**src/voc_pkg.sv**
```systemverilog
// package for the video offset and clip block: register map, field
// layouts, reset values, channel and mode encodings.
// assumes a 32-bit apb slave and a per-pixel channel tag on the stream.
package voc_pkg;

  localparam int PIX_W   = 12;
  localparam int CH_W    = 3;
  localparam int NUM_CH  = 8;
  localparam int FIFO_W  = PIX_W + CH_W;
  localparam int FIFO_D  = 16;
  localparam int ADDR_W  = 8;

  // register byte offsets
  localparam logic [ADDR_W-1:0] OFF_OFS_PICK   = 8'h00;
  localparam logic [ADDR_W-1:0] OFF_OFS_RAW    = 8'h04;
  localparam logic [ADDR_W-1:0] OFF_OFS_PHYS   = 8'h08;
  localparam logic [ADDR_W-1:0] OFF_AUTO_MODE  = 8'h0C;
  localparam logic [ADDR_W-1:0] OFF_MATCH_MODE = 8'h10;
  localparam logic [ADDR_W-1:0] OFF_SAT_PICK   = 8'h14;
  localparam logic [ADDR_W-1:0] OFF_SAT_RAW    = 8'h18;
  localparam logic [ADDR_W-1:0] OFF_SAT_PHYS   = 8'h1C;
  localparam logic [ADDR_W-1:0] OFF_STATUS     = 8'h20;
  localparam logic [ADDR_W-1:0] OFF_TARGET     = 8'h24;

  // physical view: raw count scaled by 2^PHYS_SHIFT (fixed point)
  localparam int PHYS_SHIFT = 4;
  localparam int PHYS_W     = PIX_W + PHYS_SHIFT;

  // channel pick codes; tap n uses code for the channel slot it shares
  localparam logic [3:0] PICK_ALL   = 4'h0;
  localparam logic [3:0] PICK_RED   = 4'h1;
  localparam logic [3:0] PICK_GREEN = 4'h2;
  localparam logic [3:0] PICK_BLUE  = 4'h3;
  localparam logic [3:0] PICK_Y     = 4'h4;
  localparam logic [3:0] PICK_U     = 4'h5;
  localparam logic [3:0] PICK_V     = 4'h6;
  localparam logic [3:0] PICK_TAP1  = 4'h7;
  localparam logic [3:0] PICK_MAX   = 4'h7;

  // automatic mode codes; codes above CONT are device-specific
  localparam logic [1:0] MODE_OFF   = 2'h0;
  localparam logic [1:0] MODE_ONCE  = 2'h1;
  localparam logic [1:0] MODE_CONT  = 2'h2;
  localparam logic [1:0] MODE_HOLD  = 2'h3;

  localparam logic [PIX_W-1:0] OFS_RST    = 12'h000;
  localparam logic [PIX_W-1:0] SAT_RST    = 12'hFFF;
  localparam logic [PIX_W-1:0] TARGET_RST = 12'h040;

  // cycles between automatic adjustment steps
  localparam int STEP_DIV = 16;
  localparam int STEP_CNT_W = 4;

endpackage

```
**src/voc_fifo.sv**
```systemverilog
// parameterised fifo with valid/ready on both sides.
// assumes one clock, synchronous active-low reset.
`timescale 1ns/1ps
module voc_fifo #(
  parameter int WIDTH = 8,
  parameter int DEPTH = 16
) (
  input  wire logic             clk,
  input  wire logic             rst_n,
  input  wire logic [WIDTH-1:0] inData,
  input  wire logic             inValid,
  output logic                  inReady,
  output logic      [WIDTH-1:0] outData,
  output logic                  outValid,
  input  wire logic             outReady
);
  localparam int AW = $clog2(DEPTH);
  logic [WIDTH-1:0] mem [DEPTH];
  logic [AW-1:0]    wrPtr_q;
  logic [AW-1:0]    rdPtr_q;
  logic [AW:0]      count_q;
  logic             push;
  logic             pop;

  assign inReady  = (count_q != (AW+1)'(DEPTH));
  assign outValid = (count_q != '0);
  assign push     = inValid && inReady;
  assign pop      = outValid && outReady;
  assign outData  = mem[rdPtr_q];

  always_ff @(posedge clk) begin
    if (push) begin
      mem[wrPtr_q] <= inData;
    end
  end

  always_ff @(posedge clk) begin
    if (!rst_n) begin
      wrPtr_q <= '0;
      rdPtr_q <= '0;
      count_q <= '0;
    end else begin
      if (push) begin
        wrPtr_q <= wrPtr_q + 1'b1;
      end
      if (pop) begin
        rdPtr_q <= rdPtr_q + 1'b1;
      end
      count_q <= count_q + (AW+1)'(push) - (AW+1)'(pop);
    end
  end
endmodule

```
**src/voc_core.sv**
```systemverilog
// video offset and clip block: per-channel dc offset, automatic offset
// and tap matching, per-channel saturation ceiling, apb registers.
// assumes pixels arrive tagged with a 3-bit channel code on clk.
//
// Local design decisions: the register addresses and register access over APB.
`timescale 1ns/1ps

// Function
// - add the pixel's tagged channel offset to video
// - raw offset write visible in physical view
// - physical offset write visible in raw view
// - offset pick selects which channel accessed
// - auto offset off, once, continuous modes
// - auto match equalises channel black levels to channel 0
// - extra device-specific auto mode codes allowed
// - saturation pick selects ceiling to address
// - video never exceeds channel ceiling; code clips on leaving the fifo, held pixOut not reclipped on ceiling write
// - ceiling settable raw and physical
// - raw ceiling write visible in physical
// - offset pick accepts all and channels 0 to 6
// - physical ceiling write visible in raw
module voc_core (
  input  wire logic                        clk,
  input  wire logic                        rst_n,
  input  wire logic                        psel,
  input  wire logic                        penable,
  input  wire logic                        pwrite,
  input  wire logic [voc_pkg::ADDR_W-1:0]  paddr,
  input  wire logic [31:0]                 pwdata,
  output logic      [31:0]                 prdata,
  output logic                             pready,
  output logic                             pslverr,
  input  wire logic [voc_pkg::PIX_W-1:0]   pixIn,
  input  wire logic [voc_pkg::CH_W-1:0]    pixChIn,
  input  wire logic                        pixInValid,
  output logic                             pixInReady,
  output logic      [voc_pkg::PIX_W-1:0]   pixOut,
  output logic      [voc_pkg::CH_W-1:0]    pixChOut,
  output logic                             pixOutValid,
  input  wire logic                        pixOutReady
);
  import voc_pkg::*;

  logic [3:0]       ofsPick_q;
  logic [3:0]       satPick_q;
  logic [1:0]       autoMode_q;
  logic [1:0]       matchMode_q;
  logic [PIX_W-1:0] target_q;
  logic [PIX_W-1:0] ofs_q   [NUM_CH];
  logic [PIX_W-1:0] sat_q   [NUM_CH];
  logic [PIX_W-1:0] blackMin_q [NUM_CH];
  logic [STEP_CNT_W-1:0] stepCnt_q;
  logic             step;
  logic             autoBusy_q;
  logic             matchBusy_q;
  logic [NUM_CH-1:0] autoDone;
  logic [NUM_CH-1:0] matchDone;

  logic             wrEn;
  logic             rdEn;
  logic [2:0]       ofsIdx;
  logic [2:0]       satIdx;
  logic [PIX_W-1:0] wrRaw;
  logic [PIX_W-1:0] wrPhys;
  logic             autoActive;
  logic             addrOk;

  // ---------------- apb slave ----------------
  assign pready  = 1'b1;
  assign wrEn    = psel && penable && pwrite;
  assign rdEn    = psel && !penable && !pwrite;
  assign ofsIdx  = (ofsPick_q == PICK_ALL) ? 3'd0 : 3'(ofsPick_q - 4'd1);
  assign satIdx  = (satPick_q == PICK_ALL) ? 3'd0 : 3'(satPick_q - 4'd1);
  assign wrRaw   = pwdata[PIX_W-1:0];
  assign wrPhys  = pwdata[PHYS_W-1:PHYS_SHIFT];
  assign autoActive = (autoMode_q != MODE_OFF) || (matchMode_q != MODE_OFF);

  always_comb begin
    unique case (paddr)
      OFF_OFS_PICK, OFF_OFS_RAW, OFF_OFS_PHYS, OFF_AUTO_MODE,
      OFF_MATCH_MODE, OFF_SAT_PICK, OFF_SAT_RAW, OFF_SAT_PHYS,
      OFF_STATUS, OFF_TARGET: addrOk = 1'b1;
      default:                addrOk = 1'b0;
    endcase
  end
  assign pslverr = psel && penable && !addrOk;

  // read data registered in the setup phase, valid in the access phase
  always_ff @(posedge clk) begin
    if (!rst_n) begin
      prdata <= '0;
    end else if (rdEn) begin
      prdata <= '0;
      unique case (paddr)
        OFF_OFS_PICK:   prdata <= 32'(ofsPick_q);
        OFF_OFS_RAW:    prdata <= 32'(ofs_q[ofsIdx]);
        OFF_OFS_PHYS:   prdata <= 32'({ofs_q[ofsIdx],
                                       PHYS_SHIFT'(0)});
        OFF_AUTO_MODE:  prdata <= 32'(autoMode_q);
        OFF_MATCH_MODE: prdata <= 32'(matchMode_q);
        OFF_SAT_PICK:   prdata <= 32'(satPick_q);
        OFF_SAT_RAW:    prdata <= 32'(sat_q[satIdx]);
        OFF_SAT_PHYS:   prdata <= 32'({sat_q[satIdx],
                                       PHYS_SHIFT'(0)});
        OFF_STATUS:     prdata <= 32'({matchBusy_q, autoBusy_q});
        OFF_TARGET:     prdata <= 32'(target_q);
        default:        prdata <= '0;
      endcase
    end
  end

  // pick and target registers; out-of-range picks are ignored
  always_ff @(posedge clk) begin
    if (!rst_n) begin
      ofsPick_q <= PICK_ALL;
      satPick_q <= PICK_ALL;
      target_q  <= TARGET_RST;
    end else if (wrEn) begin
      if (paddr == OFF_OFS_PICK && pwdata[3:0] <= PICK_MAX) begin
        ofsPick_q <= pwdata[3:0];
      end
      if (paddr == OFF_SAT_PICK && pwdata[3:0] <= PICK_MAX) begin
        satPick_q <= pwdata[3:0];
      end
      if (paddr == OFF_TARGET) begin
        target_q <= wrRaw;
      end
    end
  end

  // once modes fall back to off when all channels converge
  always_ff @(posedge clk) begin
    if (!rst_n) begin
      autoMode_q  <= MODE_OFF;
      matchMode_q <= MODE_OFF;
    end else begin
      if (wrEn && paddr == OFF_AUTO_MODE) begin
        autoMode_q <= pwdata[1:0];
      end else if (autoMode_q == MODE_ONCE && step && &autoDone) begin
        autoMode_q <= MODE_OFF;
      end
      if (wrEn && paddr == OFF_MATCH_MODE) begin
        matchMode_q <= pwdata[1:0];
      end else if (matchMode_q == MODE_ONCE && step && &matchDone) begin
        matchMode_q <= MODE_OFF;
      end
    end
  end

  always_ff @(posedge clk) begin
    if (!rst_n) begin
      autoBusy_q  <= 1'b0;
      matchBusy_q <= 1'b0;
    end else begin
      autoBusy_q  <= (autoMode_q == MODE_ONCE) ||
                     (autoMode_q == MODE_CONT);
      matchBusy_q <= (matchMode_q == MODE_ONCE) ||
                     (matchMode_q == MODE_CONT);
    end
  end

  // adjustment step enable
  always_ff @(posedge clk) begin
    if (!rst_n) begin
      stepCnt_q <= '0;
    end else begin
      stepCnt_q <= stepCnt_q + 1'b1;
    end
  end
  assign step = (stepCnt_q == STEP_CNT_W'(STEP_DIV - 1));

  // ---------------- per-channel settings ----------------
  logic             inFire;
  logic [PIX_W:0]   refLevel;
  logic             seen_q [NUM_CH];
  // one bit wider so a dark sample plus offset cannot wrap
  assign refLevel = {1'b0, blackMin_q[0]} + {1'b0, ofs_q[0]};

  for (genvar c = 0; c < NUM_CH; c++) begin : g_ch
    logic ofsSel;
    logic satSel;
    logic runAuto;
    logic runMatch;
    logic [PIX_W:0] level;
    assign ofsSel = (ofsPick_q == PICK_ALL) || (ofsIdx == 3'(c));
    assign satSel = (satPick_q == PICK_ALL) || (satIdx == 3'(c));
    assign runAuto  = (autoMode_q == MODE_ONCE) ||
                      (autoMode_q == MODE_CONT);
    assign runMatch = (matchMode_q == MODE_ONCE) ||
                      (matchMode_q == MODE_CONT);
    assign level = {1'b0, blackMin_q[c]} + {1'b0, ofs_q[c]};
    // a channel with no sample in this step has nothing to judge
    assign autoDone[c]  = !seen_q[c] || (level == {1'b0, target_q});
    assign matchDone[c] = !seen_q[c] || !seen_q[0] || (level == refLevel);

    // darkest sample seen per channel, restarted each step
    always_ff @(posedge clk) begin
      if (!rst_n) begin
        blackMin_q[c] <= SAT_RST;
      end else if (step) begin
        blackMin_q[c] <= SAT_RST;
      end else if (inFire && pixChIn == 3'(c) && pixIn < blackMin_q[c]) begin
        blackMin_q[c] <= pixIn;
      end
    end

    // channel had at least one sample since the last step
    always_ff @(posedge clk) begin
      if (!rst_n) begin
        seen_q[c] <= 1'b0;
      end else if (step) begin
        seen_q[c] <= 1'b0;
      end else if (inFire && pixChIn == 3'(c)) begin
        seen_q[c] <= 1'b1;
      end
    end

    always_ff @(posedge clk) begin
      if (!rst_n) begin
        ofs_q[c] <= OFS_RST;
      end else if (wrEn && !autoActive && ofsSel &&
                   paddr == OFF_OFS_RAW) begin
        ofs_q[c] <= wrRaw;
      end else if (wrEn && !autoActive && ofsSel &&
                   paddr == OFF_OFS_PHYS) begin
        ofs_q[c] <= wrPhys;
      end else if (step && runAuto && !autoDone[c]) begin
        if (level < {1'b0, target_q}) begin
          ofs_q[c] <= ofs_q[c] + 1'b1;
        end else if (ofs_q[c] != '0) begin
          ofs_q[c] <= ofs_q[c] - 1'b1;
        end
      end else if (step && runMatch && !matchDone[c]) begin
        if (level < refLevel) begin
          ofs_q[c] <= ofs_q[c] + 1'b1;
        end else if (ofs_q[c] != '0) begin
          ofs_q[c] <= ofs_q[c] - 1'b1;
        end
      end
    end

    always_ff @(posedge clk) begin
      if (!rst_n) begin
        sat_q[c] <= SAT_RST;
      end else if (wrEn && satSel && paddr == OFF_SAT_RAW) begin
        sat_q[c] <= wrRaw;
      end else if (wrEn && satSel && paddr == OFF_SAT_PHYS) begin
        sat_q[c] <= wrPhys;
      end
    end
  end

  // ---------------- video path ----------------
  logic [FIFO_W-1:0] fOut;
  logic              fValid;
  logic              fReady;
  logic [PIX_W:0]    sum;
  logic [PIX_W-1:0]  clipped;
  logic [CH_W-1:0]   fCh;
  logic              outBusy_q;

  assign inFire = pixInValid && pixInReady;

  voc_fifo #(
    .WIDTH (FIFO_W),
    .DEPTH (FIFO_D)
  ) u_fifo (
    .clk      (clk),
    .rst_n    (rst_n),
    .inData   ({pixChIn, pixIn}),
    .inValid  (pixInValid),
    .inReady  (pixInReady),
    .outData  (fOut),
    .outValid (fValid),
    .outReady (fReady)
  );

  assign fCh = fOut[FIFO_W-1:PIX_W];
  assign sum = {1'b0, fOut[PIX_W-1:0]} + {1'b0, ofs_q[fCh]};
  always_comb begin
    if (sum > {1'b0, sat_q[fCh]}) begin
      clipped = sat_q[fCh];
    end else begin
      clipped = sum[PIX_W-1:0];
    end
  end

  assign fReady      = !outBusy_q || pixOutReady;
  assign pixOutValid = outBusy_q;

  always_ff @(posedge clk) begin
    if (!rst_n) begin
      outBusy_q <= 1'b0;
      pixOut    <= '0;
      pixChOut  <= '0;
    end else if (fReady) begin
      outBusy_q <= fValid;
      if (fValid) begin
        pixOut   <= clipped;
        pixChOut <= fCh;
      end
    end
  end
endmodule

```
**config.mk**
```make
export PLATFORM = sky130hd
export DESIGN_NAME = voc_core
export DESIGN_NICKNAME = d
export VERILOG_FILES = /design/src/voc_pkg.sv /design/src/voc_fifo.sv /design/src/voc_core.sv
export SDC_FILE = /design/constraint.sdc
export NUM_CORES = 2
export LEC_CHECK = 0
export BUFFER_PORTS_ARGS = -buffer_cell sky130_fd_sc_hd__buf_2
export CAP_MARGIN = 0
export CORE_UTILIZATION = 45
export CTS_CLUSTER_DIAMETER = 120
export DETAILED_ROUTE_END_ITERATION = 10
export GPL_ROUTABILITY_DRIVEN = 0
export GPL_TIMING_DRIVEN = 0
export PLACE_DENSITY_LB_ADDON = 0.05
export SETUP_SLACK_MARGIN = 0.3
export SYNTH_ARGS = -nofsm -noshare
export SYNTH_HDL_FRONTEND = slang
export SYNTH_HIERARCHICAL = 1
export SYNTH_SLANG_ARGS = --single-unit
```
**constraint.sdc**
```tcl
create_clock -name clk -period 16.55 [get_ports clk]
set_input_delay 3.31 -clock clk [delete_from_list [all_inputs] [get_ports clk]]
set_output_delay 3.31 -clock clk [all_outputs]
set_load 0.1 [all_outputs]
```
==> flow_summary.yaml <==
yosys:
  synthMuxAreaShare_pct: 7.51
  yosys.area_share.simple_pct: 15.1
  synth_top_area_share_pct: 35.3
  ys_warn_count: 6
  yosys.area.top_type: "edfxtp_1"
  synth_fa_ha_area_share_pct: 12.4
  synth-seq-cells: 615
  synth-edff-count: 535
  synth_common_cells: "edfxtp_1 (535), ha_1 (436), nand2_1 (331), nor2_1 (255), inv_1 (251)"
  yosys-top-cells-area: "edfxtp_1 (35%), ha_1 (12%), mux4_2 (5.9%)"
  synthArstFlopShare_pct: 0
  syn_avg_cell_area_sq_um: 10.2
  synth_compound_area_share_pct: 19.0
  yosysSeqAreaShare_pct: 38.8
  ys_types: 118
  yosys_most_used_dff: "edfxtp_1"
  synth-xor-area-share_pct: 2.35
  synth_top_family_by_area: "compound AO/OA/AOI/OAI gates"
  synth_area_sq_um: 45500
  synth.most_common_cell: "edfxtp_1"
  netlist_instances: 4453
setup_path:
  crit_required_ns: 17.14
  start_kind: "flop"
  cp-end-kind: "flop"
  path_max_fanout: 10
  worst-setup-path-type: "reg -> reg"
  arrival_ns: 9.46
route:
  vias: 38958
  route.detailed.drc: 0
  drtIter0Drc: 4438
  drt-total-wl_um: 176000
  viasPerCell: 6.50
  postRouteAntennaNets: 0
  dr.pass1.iters: 9
  wl_per_cell_um: 29.4
final_layout:
  drive_gt1_share_pct: 10.2
  multiInputGateArea_sq_um: 25800
  n_fill_cell: 9206
  ff_latch_area_sq_um: 17700
  fin_area_sq_um: 50500
  final_util_pct: 50.4
  syn2layout_area_growth_pct: 10.9
  fin_cells: 5992
  nets: 5141
floorplanning:
  coreArea_sq_um: 100000
  row_count: 116
  ios: 113
  die-height_um: 320
  die_width_um: 320
  dieArea_sq_um: 102000
  start_util_pct: 45.5
place:
  dp.final_hpwl_um: 131000
  io_buffers: 72
  post_dp_cell_area_sq_um: 47900
  preCtsSetupSlack_ns: 7.75
  dpl.cell_count: 5855
grt:
  grt_pass1_vias: 36923
  antenna_found_initial: 7
  grt_max_degree: 33
  grt_usage_pct: 34.0
  grt-ovfl-total: 0
  grt_pass1_wl_um: 254000
clock_network:
  cts_made_buffers: 74
  h-tree-depth: 3
  cts_setup_buffers: 0
  cts_buffer_depth: 3
  path_clk_slew_ns: 0.06
  clk_latency_ns: 0.70
  cts_hold_buf: 0
  root_buffer: "clkbuf_16"
  clock_sinks: 615
  tritoncts: "yes"
  cts_resized: 0
pwr:
  pwr-share-comb_pct: 41.3
  power_mw: 6.13
  p_seq_share_pct: 30.0
  p_leak_nw: 19.8
  switching_share_pct: 38.7
  vdd.ir_drop.worst_uv: 176
  internal_power_mw: 3.76
  p_per_area_nw_per_um2: 121
  clockPowerShare_pct: 28.7
  p_switching_mw: 2.37
sta:
  timing.final.ws_setup_ns: 7.68
  worst_slew_pin_slew_ns: 1.56
  holdWs_ns: 0.454
  drv_slew: 9
  fmax_ghz: 0.113
  rsz0062_at_grt: "no"
  setup_violations: 0
  relSlewSlack_pct: -3.73
  fin_crit_ns: 8.87
  period_share_pct: 53.6
  fin_setup_tns_ns: 0
  finalHoldViolations: 0
  finClkSkew_ns: 0.0567
status:
  status: "finished, violations left"
  violations: "max-capacitance violations, max-slew violations"
job:
  cap_viol_max_count: 1
worst_hold_path:
  hold_class: "reg -> reg"
-- placed cells by master (no fill, tap or decap), drive strengths merged, types with 36 or more instances in the layout --
cell	instances
a211oi	36
a21o	126
a21oi	192
a221oi	66
a22oi	99
a31oi	38
and2	36
and3	80
buf	148
clkbuf	315
dfxtp	80
edfxtp	535
ha	436
inv	253
mux2i	58
mux4	120
nand2	332
nand2b	152
nand3	168
nand4	43
nor2	258
nor2b	53
nor3	88
o21a	45
o21ai	182
o22a	87
o31ai	36
xnor2	87
-- worst paths after layout --
check	startpoint	depth (start not counted)	endpoint	slack [ns]
max	flop	25	pixOut[6]$_SDFFE_PN0P_	7.68
min reg2reg	stepCnt_q[0]$_SDFF_PN0_	1	stepCnt_q[0]$_SDFF_PN0_	0.45
min	stepCnt_q[0]$_SDFF_PN0_	1	stepCnt_q[0]$_SDFF_PN0_	0.45
max reg2reg	flop	25	pixOut[6]$_SDFFE_PN0P_	7.68
-- logic make-up after synthesis --
| kind of cell | after synthesis |
|---|---|
| other cells | 2 |
| mux | 190 |
| flops | 615 |
| fa+ha+maj | 447 |
| xor+xnor | 122 |
| buf+inv | 531 |
| compound gates | 1199 |
| simple gates | 1347 |
-- layout make-up --
cell class	instances	share of cell area (%)
timing repair buffer	89	1.17
buffer	277	2.42
clock inverter	36	1.10
multi-input combinational	3322	51.2
tap	1298	3.22
inverter	254	1.89
clock buffer	98	4.05
antenna	3	0.0149
sequential	615	35.0
-- state kept, by name, summed over array words and instances (netlist names), 2 cells and up, named ones only --
register,count
pixChOut,3
prdata,16
ofs_q,96
blackMin_q,96
sat_q,96
stepCnt_q,4
u_fifo/rdPtr_q,4
autoMode_q,2
pixOut,12
ofsPick_q,4
target_q,12
u_fifo/wrPtr_q,4
satPick_q,4
u_fifo/count_q,5
matchMode_q,2
seen_q,8
u_fifo/mem,240
-- routing by layer --
| layer | vias to the layer above | GRT usage (%) | part of all wire (%) |
|---|---|---|---|
| met5 | - | 0 | 0.015 |
| li1 | 17455 | - | - |
| met2 | 2076 | 53.2 | 44 |
| met3 | 542 | 7.33 | 9.4 |
| met1 | 18881 | 43.1 | 39 |
| met4 | 4 | 20.8 | 7.1 |
-- power by group through the flow --
stage	Clock (mW)	Combinational [mW]	Sequential, mW
floorplan	0	1.68	1.94
global placement	0	2.49	1.87
detailed placement	0	2.51	1.87
CTS	1.78	2.52	1.84
global route	1.83	2.77	1.84
finish	1.76	2.53	1.84
-- critical path, stage by stage, from the launching register on --
cell,delay (ns)
dfxtp_1,0.39
nor2b_1,0.45
clkbuf_1,0.48
a22oi_1,0.22
nand2_1,0.35
buf_1,0.78
clkbuf_1,0.76
mux4_2,0.65
o21ai_0,0.85
ha_1,0.39
a21o_1,0.16
a21oi_1,0.23
o21bai_1,0.11
a21oi_1,0.23
o21ai_0,0.18
a21o_1,0.21
a21oi_1,0.24
a21oi_1,0.12
xnor2_1,0.16
ha_1,0.21
a2111oi_0,0.50
and3_1,0.26
o22ai_1,0.15
clkbuf_1,0.25
and2_1,0.22
o31ai_1,0.18
Note: power is estimated with default switching activity, not from simulation.
